===== src/include/psl_pkg.sv =====
package psl_pkg;

  // management register port geometry
  localparam int ADDR_W = 5;
  localparam int DATA_W = 16;

  // register offsets
  localparam logic [4:0] REG_CTRL = 5'h00;
  localparam logic [4:0] REG_ADV = 5'h04;
  localparam logic [4:0] REG_LEDCFG = 5'h17;
  localparam logic [4:0] REG_ADDR = 5'h19;

  // control register fields
  localparam int CTRL_DUPLEX_BIT = 8;
  localparam int CTRL_ISO_BIT = 10;
  localparam int CTRL_AN_BIT = 12;
  localparam int CTRL_SPEED_BIT = 13;

  // advertisement register fields
  localparam int ADV_SEL_LSB = 0;
  localparam logic [4:0] ADV_SELECTOR = 5'h01;
  localparam int ADV_10HD_BIT = 5;
  localparam int ADV_10FD_BIT = 6;
  localparam int ADV_100HD_BIT = 7;
  localparam int ADV_100FD_BIT = 8;

  // indicator configuration and address register fields
  localparam int LEDCFG_ACT_BIT = 7;
  localparam int ADDR_LSB = 11;
  localparam int ADDR_BYP_SCR_BIT = 0;
  localparam int ADDR_BYP_CODE_BIT = 1;
  localparam int ADDR_BYP_ALIGN_BIT = 2;

  // reset values
  localparam logic ISO_RST = 1'h0;
  localparam logic ACT_MODE_RST = 1'h0;
  localparam logic [4:0] MGMT_ADDR_RST = 5'h00;
  localparam logic [4:0] ADDR_ZERO = 5'h00;

  // cycles after reset release before straps are latched; covers the two synchroniser stages
  localparam logic [2:0] STRAP_SETTLE_CYC = 3'h3;

  typedef enum logic [0:0] {
    PH_SAMPLE = 1'h0,
    PH_RUN = 1'h1
  } psl_phase_t;

  // strap levels, packed in the order they are synchronised
  typedef struct packed {
    logic [4:0] phy_addr;
    logic autoneg_en;
    logic fast_fd;
    logic fast_hd;
    logic scr_byp;
    logic code_byp;
    logic align_byp;
    logic slow_hd;
    logic slow_fd;
  } psl_strap_t;

  // live status from the surrounding phy core, same clock
  typedef struct packed {
    logic rx_active;
    logic tx_active;
    logic link_ok;
    logic collision;
    logic an_speed_100;
    logic an_full_duplex;
  } psl_status_t;

  // data-path bypass selects
  typedef struct packed {
    logic scrambler;
    logic coding;
    logic align;
  } psl_bypass_t;

endpackage


===== src/rtl/psl_sync.sv =====
`timescale 1ns/1ns
module psl_sync #(
  parameter int W = 1
) (
  input wire logic ref_clk,
  input wire logic rstn,
  input wire logic [W-1:0] d,
  output logic [W-1:0] q
);

  logic [W-1:0] meta_r;
  logic [W-1:0] q_r;

  // two-stage synchroniser; only the second stage leaves the module
  always_ff @(posedge ref_clk or negedge rstn) begin
    if (!rstn) begin
      meta_r <= '0;
      q_r <= '0;
    end else begin
      meta_r <= d;
      q_r <= meta_r;
    end
  end

  assign q = q_r;

endmodule


===== src/rtl/psl_ind_pin.sv =====
`timescale 1ns/1ns
module psl_ind_pin (
  input wire logic ref_clk,
  input wire logic rstn,
  input wire logic enable,
  input wire logic strap_level,
  input wire logic active,
  output logic pin_o,
  output logic pin_oe
);

  logic o_r;
  logic oe_r;
  logic o_nxt;

  // the led hangs on the side the strap resistor set, so the lit level equals the strap level
  assign o_nxt = enable ? (active ? strap_level : ~strap_level) : 1'h0;

  always_ff @(posedge ref_clk or negedge rstn) begin
    if (!rstn) begin
      o_r <= 1'h0;
      oe_r <= 1'h0;
    end else begin
      o_r <= o_nxt;
      oe_r <= enable;
    end
  end

  assign pin_o = o_r;
  assign pin_oe = oe_r;

endmodule


===== src/rtl/psl_strap_led.sv =====
// Operation
// latch five address straps as management address
// strap address zero enters isolate after reset
// scrambler strap high bypasses scramble and descramble
// coding strap high bypasses 4B/5B encoder
// alignment strap high gives raw symbol interface
// autonegotiation strap sets autonegotiation enable
// ability straps fill advertisement bits when negotiating
// without autonegotiation, ability straps force speed, duplex
// receive indicator lit while receiving
// transmit or activity indicator per bit 7 of 17h
// link indicator lit while link valid
// collision indicator lit on collision
// duplex indicator lit in full duplex
// speed indicator lit at 100 Mbit/s
// shared pins input during capture, output afterwards
// isolate bit initialised from zero strap address
// isolate ignores tx inputs, floats mii outputs
// address writable at 19h; zero isolates, bit unchanged
//
// Decided for this implementation: the plain strobed port and the placing of the registers.
`timescale 1ns/1ns
module psl_strap_led
  import psl_pkg::*;
(
  input wire logic ref_clk,
  input wire logic rstn,
  // register port
  input wire logic [ADDR_W-1:0] reg_addr,
  input wire logic [DATA_W-1:0] reg_wdata,
  input wire logic reg_wr,
  input wire logic reg_rd,
  output logic [DATA_W-1:0] reg_rdata,
  // strap-only pins
  input wire logic [4:0] phy_addr_strap,
  input wire logic autoneg_enable_strap,
  input wire logic fast_full_duplex_strap,
  input wire logic fast_half_duplex_strap,
  // shared strap / indicator pins, then the receive indicator, which carries no strap
  input wire logic tx_indicator_i,
  output logic tx_indicator_o,
  output logic tx_indicator_oe,
  input wire logic col_indicator_i,
  output logic col_indicator_o,
  output logic col_indicator_oe,
  input wire logic link_indicator_i,
  output logic link_indicator_o,
  output logic link_indicator_oe,
  input wire logic duplex_indicator_i,
  output logic duplex_indicator_o,
  output logic duplex_indicator_oe,
  input wire logic speed_indicator_i,
  output logic speed_indicator_o,
  output logic speed_indicator_oe,
  output logic rx_indicator_o,
  output logic rx_indicator_oe,
  // phy core side
  input wire psl_status_t core_status,
  output psl_bypass_t bypass,
  output logic autoneg_enable,
  output logic [DATA_W-1:0] adv_reg,
  output logic speed_100,
  output logic full_duplex,
  output logic [4:0] mgmt_addr,
  output logic mii_isolate,
  output logic mii_tx_ignore,
  output logic mii_out_float,
  output logic strap_phase
);

  psl_phase_t phase_r;
  psl_phase_t phase_nxt;
  logic [2:0] cnt_r;
  logic [2:0] cnt_nxt;
  psl_strap_t strap_s;
  psl_strap_t strap_r;
  logic [12:0] strap_raw;
  logic [12:0] strap_q;
  logic [4:0] mgmt_addr_r;
  logic isolate_r;
  logic act_mode_r;
  logic speed_r;
  logic fd_r;
  logic [DATA_W-1:0] rdata_r;
  logic [DATA_W-1:0] rdata_nxt;

  // strap pins come from the board: synchronise before anything looks at them
  assign strap_raw = {phy_addr_strap, autoneg_enable_strap, fast_full_duplex_strap,
                      fast_half_duplex_strap, tx_indicator_i, col_indicator_i,
                      link_indicator_i, duplex_indicator_i, speed_indicator_i};

  psl_sync #(.W(13)) u_strap_sync (
    .ref_clk(ref_clk),
    .rstn(rstn),
    .d(strap_raw),
    .q(strap_q)
  );

  assign strap_s = psl_strap_t'(strap_q);

  // capture phase: pins stay inputs until the synchronised levels have settled
  wire in_run = (phase_r == PH_RUN);
  wire capture = (phase_r == PH_SAMPLE) && (cnt_r == STRAP_SETTLE_CYC);

  always_comb begin
    phase_nxt = phase_r;
    cnt_nxt = cnt_r;
    unique case (phase_r)
      PH_SAMPLE: begin
        cnt_nxt = cnt_r + 3'h1;
        if (capture) begin
          phase_nxt = PH_RUN;
          cnt_nxt = cnt_r;
        end
      end
      PH_RUN: begin
        cnt_nxt = cnt_r;
      end
    endcase
  end

  always_ff @(posedge ref_clk or negedge rstn) begin
    if (!rstn) begin
      phase_r <= PH_SAMPLE;
      cnt_r <= 3'h0;
    end else begin
      phase_r <= phase_nxt;
      cnt_r <= cnt_nxt;
    end
  end

  // straps are latched once and held; reset brings a fresh capture
  always_ff @(posedge ref_clk or negedge rstn) begin
    if (!rstn) begin
      strap_r <= '0;
    end else if (capture) begin
      strap_r <= strap_s;
    end
  end

  // register decode
  wire wr_ctrl = reg_wr && (reg_addr == REG_CTRL);
  wire wr_ledcfg = reg_wr && (reg_addr == REG_LEDCFG);
  wire wr_addr = reg_wr && (reg_addr == REG_ADDR);

  // address and isolate bit: capture outranks a write landing in the same cycle
  always_ff @(posedge ref_clk or negedge rstn) begin
    if (!rstn) begin
      mgmt_addr_r <= MGMT_ADDR_RST;
      isolate_r <= ISO_RST;
    end else if (capture) begin
      mgmt_addr_r <= strap_s.phy_addr;
      isolate_r <= (strap_s.phy_addr == ADDR_ZERO);
    end else begin
      if (wr_addr) begin
        mgmt_addr_r <= reg_wdata[ADDR_LSB +: 5];
      end
      if (wr_ctrl) begin
        isolate_r <= reg_wdata[CTRL_ISO_BIT];
      end
    end
  end

  // transmit-only versus activity mode of the shared indicator
  always_ff @(posedge ref_clk or negedge rstn) begin
    if (!rstn) begin
      act_mode_r <= ACT_MODE_RST;
    end else if (wr_ledcfg) begin
      act_mode_r <= reg_wdata[LEDCFG_ACT_BIT];
    end
  end

  // forced mode picks the best strapped ability: 100 full, 100 half, 10 full, 10 half
  wire forced_speed = strap_r.fast_fd | strap_r.fast_hd;
  wire forced_fd = strap_r.fast_fd | (~strap_r.fast_hd & strap_r.slow_fd);
  wire speed_nxt = strap_r.autoneg_en ? core_status.an_speed_100 : forced_speed;
  wire fd_nxt = strap_r.autoneg_en ? core_status.an_full_duplex : forced_fd;

  // operating mode registered so indicators and outputs never glitch
  always_ff @(posedge ref_clk or negedge rstn) begin
    if (!rstn) begin
      speed_r <= 1'h0;
      fd_r <= 1'h0;
    end else begin
      speed_r <= in_run & speed_nxt;
      fd_r <= in_run & fd_nxt;
    end
  end

  // advertisement carries abilities only while negotiating; selector always present
  wire an_adv = strap_r.autoneg_en;
  always_comb begin
    adv_reg = '0;
    adv_reg[ADV_SEL_LSB +: 5] = ADV_SELECTOR;
    adv_reg[ADV_10HD_BIT] = an_adv & strap_r.slow_hd;
    adv_reg[ADV_10FD_BIT] = an_adv & strap_r.slow_fd;
    adv_reg[ADV_100HD_BIT] = an_adv & strap_r.fast_hd;
    adv_reg[ADV_100FD_BIT] = an_adv & strap_r.fast_fd;
  end

  // register read mux; unmapped addresses read zero
  wire [DATA_W-1:0] ctrl_view = DATA_W'(strap_r.autoneg_en) << CTRL_AN_BIT
                              | DATA_W'(speed_r) << CTRL_SPEED_BIT
                              | DATA_W'(isolate_r) << CTRL_ISO_BIT
                              | DATA_W'(fd_r) << CTRL_DUPLEX_BIT;
  wire [DATA_W-1:0] ledcfg_view = DATA_W'(act_mode_r) << LEDCFG_ACT_BIT;
  wire [DATA_W-1:0] addr_view = DATA_W'(mgmt_addr_r) << ADDR_LSB
                              | DATA_W'(strap_r.scr_byp) << ADDR_BYP_SCR_BIT
                              | DATA_W'(strap_r.code_byp) << ADDR_BYP_CODE_BIT
                              | DATA_W'(strap_r.align_byp) << ADDR_BYP_ALIGN_BIT;
  wire [DATA_W-1:0] rd_mux = (reg_addr == REG_CTRL) ? ctrl_view :
                             (reg_addr == REG_ADV) ? adv_reg :
                             (reg_addr == REG_LEDCFG) ? ledcfg_view :
                             (reg_addr == REG_ADDR) ? addr_view : '0;
  assign rdata_nxt = reg_rd ? rd_mux : '0;

  // read data stand only in the cycle after the strobe
  always_ff @(posedge ref_clk or negedge rstn) begin
    if (!rstn) begin
      rdata_r <= '0;
    end else begin
      rdata_r <= rdata_nxt;
    end
  end

  // indicator activity terms
  wire tx_act = act_mode_r ? (core_status.rx_active | core_status.tx_active)
                           : core_status.tx_active;

  psl_ind_pin u_tx_pin (
    .ref_clk(ref_clk), .rstn(rstn), .enable(in_run), .strap_level(strap_r.scr_byp),
    .active(tx_act), .pin_o(tx_indicator_o), .pin_oe(tx_indicator_oe)
  );

  psl_ind_pin u_col_pin (
    .ref_clk(ref_clk), .rstn(rstn), .enable(in_run), .strap_level(strap_r.code_byp),
    .active(core_status.collision), .pin_o(col_indicator_o), .pin_oe(col_indicator_oe)
  );

  psl_ind_pin u_link_pin (
    .ref_clk(ref_clk), .rstn(rstn), .enable(in_run), .strap_level(strap_r.align_byp),
    .active(core_status.link_ok), .pin_o(link_indicator_o), .pin_oe(link_indicator_oe)
  );

  psl_ind_pin u_duplex_pin (
    .ref_clk(ref_clk), .rstn(rstn), .enable(in_run), .strap_level(strap_r.slow_hd),
    .active(fd_r), .pin_o(duplex_indicator_o), .pin_oe(duplex_indicator_oe)
  );

  psl_ind_pin u_speed_pin (
    .ref_clk(ref_clk), .rstn(rstn), .enable(in_run), .strap_level(strap_r.slow_fd),
    .active(speed_r), .pin_o(speed_indicator_o), .pin_oe(speed_indicator_oe)
  );

  // receive pin carries no strap; its pull-down makes low the lit level
  psl_ind_pin u_rx_pin (
    .ref_clk(ref_clk), .rstn(rstn), .enable(in_run), .strap_level(1'h0),
    .active(core_status.rx_active), .pin_o(rx_indicator_o), .pin_oe(rx_indicator_oe)
  );

  // core-facing outputs, all straight from flops or simple gates of them
  assign bypass.scrambler = strap_r.scr_byp;
  assign bypass.coding = strap_r.code_byp;
  assign bypass.align = strap_r.align_byp;
  assign autoneg_enable = strap_r.autoneg_en;
  assign speed_100 = speed_r;
  assign full_duplex = fd_r;
  assign mgmt_addr = mgmt_addr_r;
  // a zero address isolates without touching the isolate bit; management keeps answering
  assign mii_isolate = in_run & (isolate_r | (mgmt_addr_r == ADDR_ZERO));
  assign mii_tx_ignore = mii_isolate;
  assign mii_out_float = mii_isolate;
  assign strap_phase = ~in_run;
  assign reg_rdata = rdata_r;
endmodule


===== config.mk =====
export PLATFORM = sky130hd
export DESIGN_NAME = psl_strap_led
export DESIGN_NICKNAME = d
export VERILOG_FILES = /design/src/include/psl_pkg.sv /design/src/rtl/psl_sync.sv /design/src/rtl/psl_ind_pin.sv /design/src/rtl/psl_strap_led.sv
export SDC_FILE = /design/constraint.sdc
export NUM_CORES = 1
export LEC_CHECK = 0
export ABC_AREA = 1
export BUFFER_PORTS_ARGS = -buffer_cell sky130_fd_sc_hd__buf_2
export CORE_ASPECT_RATIO = 1.25
export CORE_MARGIN = 4
export CORE_UTILIZATION = 48
export CTS_CLUSTER_DIAMETER = 200
export DETAILED_ROUTE_END_ITERATION = 16
export GPL_TIMING_DRIVEN = 0
export PLACE_DENSITY_LB_ADDON = 0.12
export SKIP_CTS_REPAIR_TIMING = 1
export SYNTH_ARGS = -nofsm -noshare
export SYNTH_HDL_FRONTEND = slang
export SYNTH_SLANG_ARGS = --single-unit

===== constraint.sdc =====
create_clock -name ref_clk -period 1.9 [get_ports ref_clk]
set_input_delay 0.19 -clock ref_clk [delete_from_list [all_inputs] [get_ports ref_clk]]
set_output_delay 0.19 -clock ref_clk [all_outputs]
set_load 0.01 [all_outputs]

# ---- Yosys cells after proc, flatten, opt, wreduce, memory -nomap -nowiden
# Cells that the tools add are included.
dict set report totals {
  ff_bits 70
  input_bits 44
  output_inout_bits 59
}
dict set report op_classes {
  add_sub_neg 1
  eq_ne 5
  n_mux 28
  n_bitwise 25
  reduce_logical 10
}
# cell n
set ops {}
lappend ops {{$mux W16} 5}
lappend ops {{$mux W1} 19}
lappend ops {{$or A16 B1 Y16} 1}
lappend ops {{$or A16 B2 Y16} 1}
lappend ops {{$or A16 B3 Y16} 1}
lappend ops {{$logic_not A5 Y1} 3}
lappend ops {{$or A13 B14 Y14} 1}
lappend ops {{$or A14 B11 Y14} 1}
lappend ops {{$or A14 B9 Y14} 1}
lappend ops {{$eq A5 B5 Y1 const B} 2}
lappend ops {{$mux W5} 2}
lappend ops {{$and A1 B1 Y1} 8}
lappend ops {{$not A1 Y1} 7}
lappend ops {{$mux W3} 2}
lappend ops {{$eq A5 B3 Y1 const B} 1}
lappend ops {{$logic_and A1 B1 Y1} 4}
lappend ops {{$or A1 B1 Y1} 4}
lappend ops {{$reduce_bool A2 Y1} 2}
lappend ops {{$add A3 B1 Y3 const B} 1}
lappend ops {{$eq A3 B2 Y1 const B} 1}
lappend ops {{$ne A2 B2 Y1 const B} 1}
lappend ops {{$reduce_and A2 Y1} 1}

# ---- Logic depth before layout (Yosys ltp)
dict set report depth {
  ltp_word 8
  ltp_mapped 8
  depth_no_buf 8
}

# ---- Modules after synthesis
# A second synthesis with hierarchy kept.
dict set report hier_totals {
  cells_unflattened 265
  area_unflattened_um2 2806.4
}
# module n_inst cells_each area_each_um2
set modules_own_cells {}
lappend modules_own_cells {psl_strap_led 1 197 1742.9}
lappend modules_own_cells {psl_sync 1 26 650.6}
lappend modules_own_cells {psl_ind_pin 6 7 68.8}

# ---- Least setup slack after synthesis
# No wires, ideal clock.
dict set report synth_timing {
  path_kind {register to register}
  from {reg cnt_r[0]}
  to {reg strap_r, in the netlist bypass[2]}
  setup_ns 0.125
  t_arrival_ns 1.251
  required_time_ns 1.775
  setup_slack_ns 0.525
  path_stages_with_launch 5
  path_buffers 0
  path_cell_list {dfrtp_1 ha_1 ha_1 nand2_8 mux2_2}
}
dict set report synth_between {
  elab_chain_len 2
}
# element line_no
set synth_lines {}
lappend synth_lines {{from (decl)} psl_strap_led.sv:73} ;# logic [2:0] cnt_r;
lappend synth_lines {{from (signal assigned)} psl_strap_led.sv:128} ;# cnt_r <= cnt_nxt;
lappend synth_lines {{$eq A3 B2 Y1} psl_strap_led.sv:103} ;# wire capture = (phase_r == PH_SAMPLE) && (cnt_r == STRAP_SETTLE_CYC);
lappend synth_lines {{$logic_and A1 B1 Y1} psl_strap_led.sv:103}
lappend synth_lines {{to (signal assigned)} psl_strap_led.sv:137} ;# strap_r <= strap_s;
lappend synth_lines {{to (decl)} psl_strap_led.sv:76} ;# psl_strap_t strap_r;
# Every way passes these cells.
# A chain may end at the register's enable or synchronous reset.

# ---- Worst setup path after layout
dict set report layout_timing {
  from {reg phase_r, in the netlist in_run}
  to {out mii_out_float}
}
dict set report layout_between {
  elab_chain_len 1
}
# element line_no
set layout_lines {}
lappend layout_lines {{from (decl)} psl_strap_led.sv:71} ;# psl_phase_t phase_r;
lappend layout_lines {{from (signal assigned)} psl_strap_led.sv:127} ;# phase_r <= phase_nxt;
lappend layout_lines {{$and A1 B1 Y1} psl_strap_led.sv:270} ;# assign mii_isolate = in_run & (isolate_r | (mgmt_addr_r == ADDR_ZERO));
lappend layout_lines {{to (decl)} psl_strap_led.sv:67} ;# output logic mii_out_float,
# Every way passes these cells.

==> reports/summary.txt <==
Final Net Count: 422
Vert. Die Dim: 91.6 microns
DR pass1 iterations: 4
effective utilization at floorplan: 49.3%
Clk network pwr share: 34.4%
net switching fraction of the power: 24.5%
portion of total power attributed to combinational logic: 12.8%
number of warnings issued by yosys: 0
clock skew: 0.00680 ns
Leakage Power: 1.93 nW
setup slack, reg-to-reg: 0.45 ns
final worst path period need: 1.65 ns
Fmax achieved: 607 MHz
via total after detailed routing: 1954
core outline area: 5440 sq um
switching power: 723 uW
Worst EP arrival: 1.46 ns
maximum number of pins on one net before global-route repair: 27
global placer's final weighted congestion: 0.855
Synth Register Bits: 67
count of mapped cells out of synthesis: 258
CTS Root Buffer Type: sky130_fd_sc_hd__clkbuf_8
area of all placed cells without fillers: 3560 sq um
Layout Area Growth over Synthesis: 32.8%
clock buffer count from CTS: 9
Synth cell types: 25
Clock Pin Slew Worst Setup and Hold Paths: 0.07 ns
crit end category: output pin
number of fill cells: 452
status: finished clean
boundary pin count: 103
Peak supply drop: 0.593 mV
via count of the first global-routing pass: 1872
sequential cell area fraction in the yosys report: 62.5%
fraction of the cycle the final worst path needs: 86.7%
dpl cell area: 3250 sq um
Pwr per Cell Area: 830 nW/um^2
register share of total power: 52.8%
Starting DRT DRC Count: 48
CTS max path bufs: 2
depth of the CTS H-tree: 3
library cell occupying the most area in the post-synthesis netlist: sky130_fd_sc_hd__dfrtp_1
area of the die: 6860 sq um
Final WS setup: 0.253 ns
top-area cell type share of the netlist area: 62.5%
maxcap violations: 0
first-pass GRT wire length: 8110 microns
final hold viol count: 0
Port Buffer Count: 78
most area-consuming cells after synthesis: sky130_fd_sc_hd__dfrtp_1, sky130_fd_sc_hd__buf_4, sky130_fd_sc_hd__nand2_1
aggregate routed wire length: 5120 microns
Post-Syn Area: 2680 sq um
CTS tree: yes
total internal power: 2.23 mW
final HPWL from detailed placement: 3950 microns
antenna diode count: 0
kind of critical path: register to output pin
clock insertion delay at the later pin of the skew report: 0.33 ns
peak fanout along the critical path: 8
global route total overflow: 0
RSZ-0062 raised after global routing: false
synthesized area divided by synthesized cell count: 10.4 sq um
data required time of the critical path: 1.71 ns
antenna violations before repair: 0
Critical Path Source Type: register
Antenna Nets Post-Route: 0
DR vias/cell: 4.39
Tightest Hold Check Type: primary input to register
DRC: 0
Worst Setup Slack post-DPL: 0.450 ns
max-slew violations: 0
share of cells above drive strength 1: 35.2%
CTS sink count: 67
average detailed-routed wire length per instance: 11.5 microns
number of standard-cell rows in the floorplan: 30
GRT Util Overall: 15.7%
die width: 74.9 microns
total negative slack: 0 ns
final setup violation count: 0
[final timing paths]
kind,from,to,depth (start not counted)
min,core_status[5],u_rx_pin.pin_o,2
max in group asynchronous,rstn,u_strap_sync.meta_r[5],4
max reg2reg,cnt_r[0],cnt_r[2],6
min reg2reg,u_strap_sync.meta_r[9],u_strap_sync.q[9],0
max,in_run,mii_out_float,4
min in group asynchronous,rstn,reg_rdata[15],2
[critical path: stages (launching register included)]
cell and delay [ns]:
sky130_fd_sc_hd__dfrtp_1 0.51, sky130_fd_sc_hd__inv_4 0.13, sky130_fd_sc_hd__a21oi_1 0.23, sky130_fd_sc_hd__buf_4 0.15, sky130_fd_sc_hd__buf_2 0.12
[stage by stage]
step           power [mW]  instances  hold WS [ns]  utilization (%)
6_report             2.96        445        0.0268             65.4
5_1_grt              3.10        445        0.0231             65.4
4_1_cts              2.97        431        -0.217             62.9
3_5_place_dp         1.95        415         0.144             59.7
3_3_place_gp         1.93        413         0.298             58.8
2_1_floorplan        1.77        271        -0.106                -
[cells in the final DEF (no fill, tap or decap)]
cell	count
sky130_fd_sc_hd__a21oi_1	14
sky130_fd_sc_hd__a31oi_1	2
sky130_fd_sc_hd__buf_12	2
sky130_fd_sc_hd__buf_16	1
sky130_fd_sc_hd__buf_2	78
sky130_fd_sc_hd__buf_4	26
sky130_fd_sc_hd__buf_6	1
sky130_fd_sc_hd__clkbuf_1	3
sky130_fd_sc_hd__clkbuf_8	11
sky130_fd_sc_hd__clkinv_2	2
sky130_fd_sc_hd__conb_1	15
sky130_fd_sc_hd__dfrtp_1	67
sky130_fd_sc_hd__dlygate4sd3_1	14
sky130_fd_sc_hd__ha_1	2
sky130_fd_sc_hd__inv_1	27
sky130_fd_sc_hd__inv_4	1
sky130_fd_sc_hd__mux2_2	1
sky130_fd_sc_hd__nand2_1	41
sky130_fd_sc_hd__nand2_2	3
sky130_fd_sc_hd__nand2_4	1
sky130_fd_sc_hd__nand2_8	1
sky130_fd_sc_hd__nand3_1	15
sky130_fd_sc_hd__nand3_2	1
sky130_fd_sc_hd__nand4_1	3
sky130_fd_sc_hd__nor2_1	26
sky130_fd_sc_hd__nor2_2	2
sky130_fd_sc_hd__nor3_1	5
sky130_fd_sc_hd__o21ai_0	9
sky130_fd_sc_hd__o21ai_1	1
sky130_fd_sc_hd__o21ai_2	3
sky130_fd_sc_hd__xor2_1	3
[logic make-up after synthesis]
group,after synthesis,synth area share [%]
compound gates,29,5.92
xor+xnor,3,0.980
fa+ha+maj,2,0.933
buf+inv,56,12.5
flops,67,62.5
mux,1,0.420
other cells,2,0.280
simple gates,98,16.5
[area by class of cell]
cell class	instances	area [sq um]	share of cell area, %
Multi-Input combinational cell	148	721	20.2
Tap cell	64	80.1	2.25
Clock inverter	2	10.0	0.281
Sequential cell	67	1680	47.1
Clock buffer	14	163	4.57
Timing Repair Buffer	94	578	16.2
Inverter	28	108	3.02
Buffer	28	226	6.36
[registers in the layout, summed over array words and instances, names as in the netlist, 3 cells and up]
| name | count |
|---|---|
| u_strap_sync.q | 13 |
| cnt_r | 3 |
| u_strap_sync.meta_r | 13 |
| reg_rdata | 13 |
| strap_r | 4 |
| bypass | 3 |
| mgmt_addr | 5 |
[metal layers]
layer  part of all wire (%)  track usage (%)  up-vias
met1                     41             18.8      873
met3                    7.3             3.54        6
li1                       -                -     1007
met2                     50             25.4       68
met5                      0                0        -
met4                    1.5             8.46        0
[cells in the mapped netlist, drive strengths merged]
cell type  count
a21oi         14
nand3         16
xor2           3
nor2          28
a31oi          2
ha             2
inv           28
nand2         46
nand4          3
nor3           5
buf           28
mux2           1
dfrtp         67
conb           2
o21ai         13
[power groups by stage]
stage	combinational, mW	sequential [mW]	clock [mW]
global route	0.428	1.57	1.10
finish	0.378	1.56	1.02
global placement	0.341	1.59	0
detailed placement	0.359	1.59	0
floorplan	0.172	1.60	0
CTS	0.360	1.56	1.05
Power figures use the tool's default switching activity.
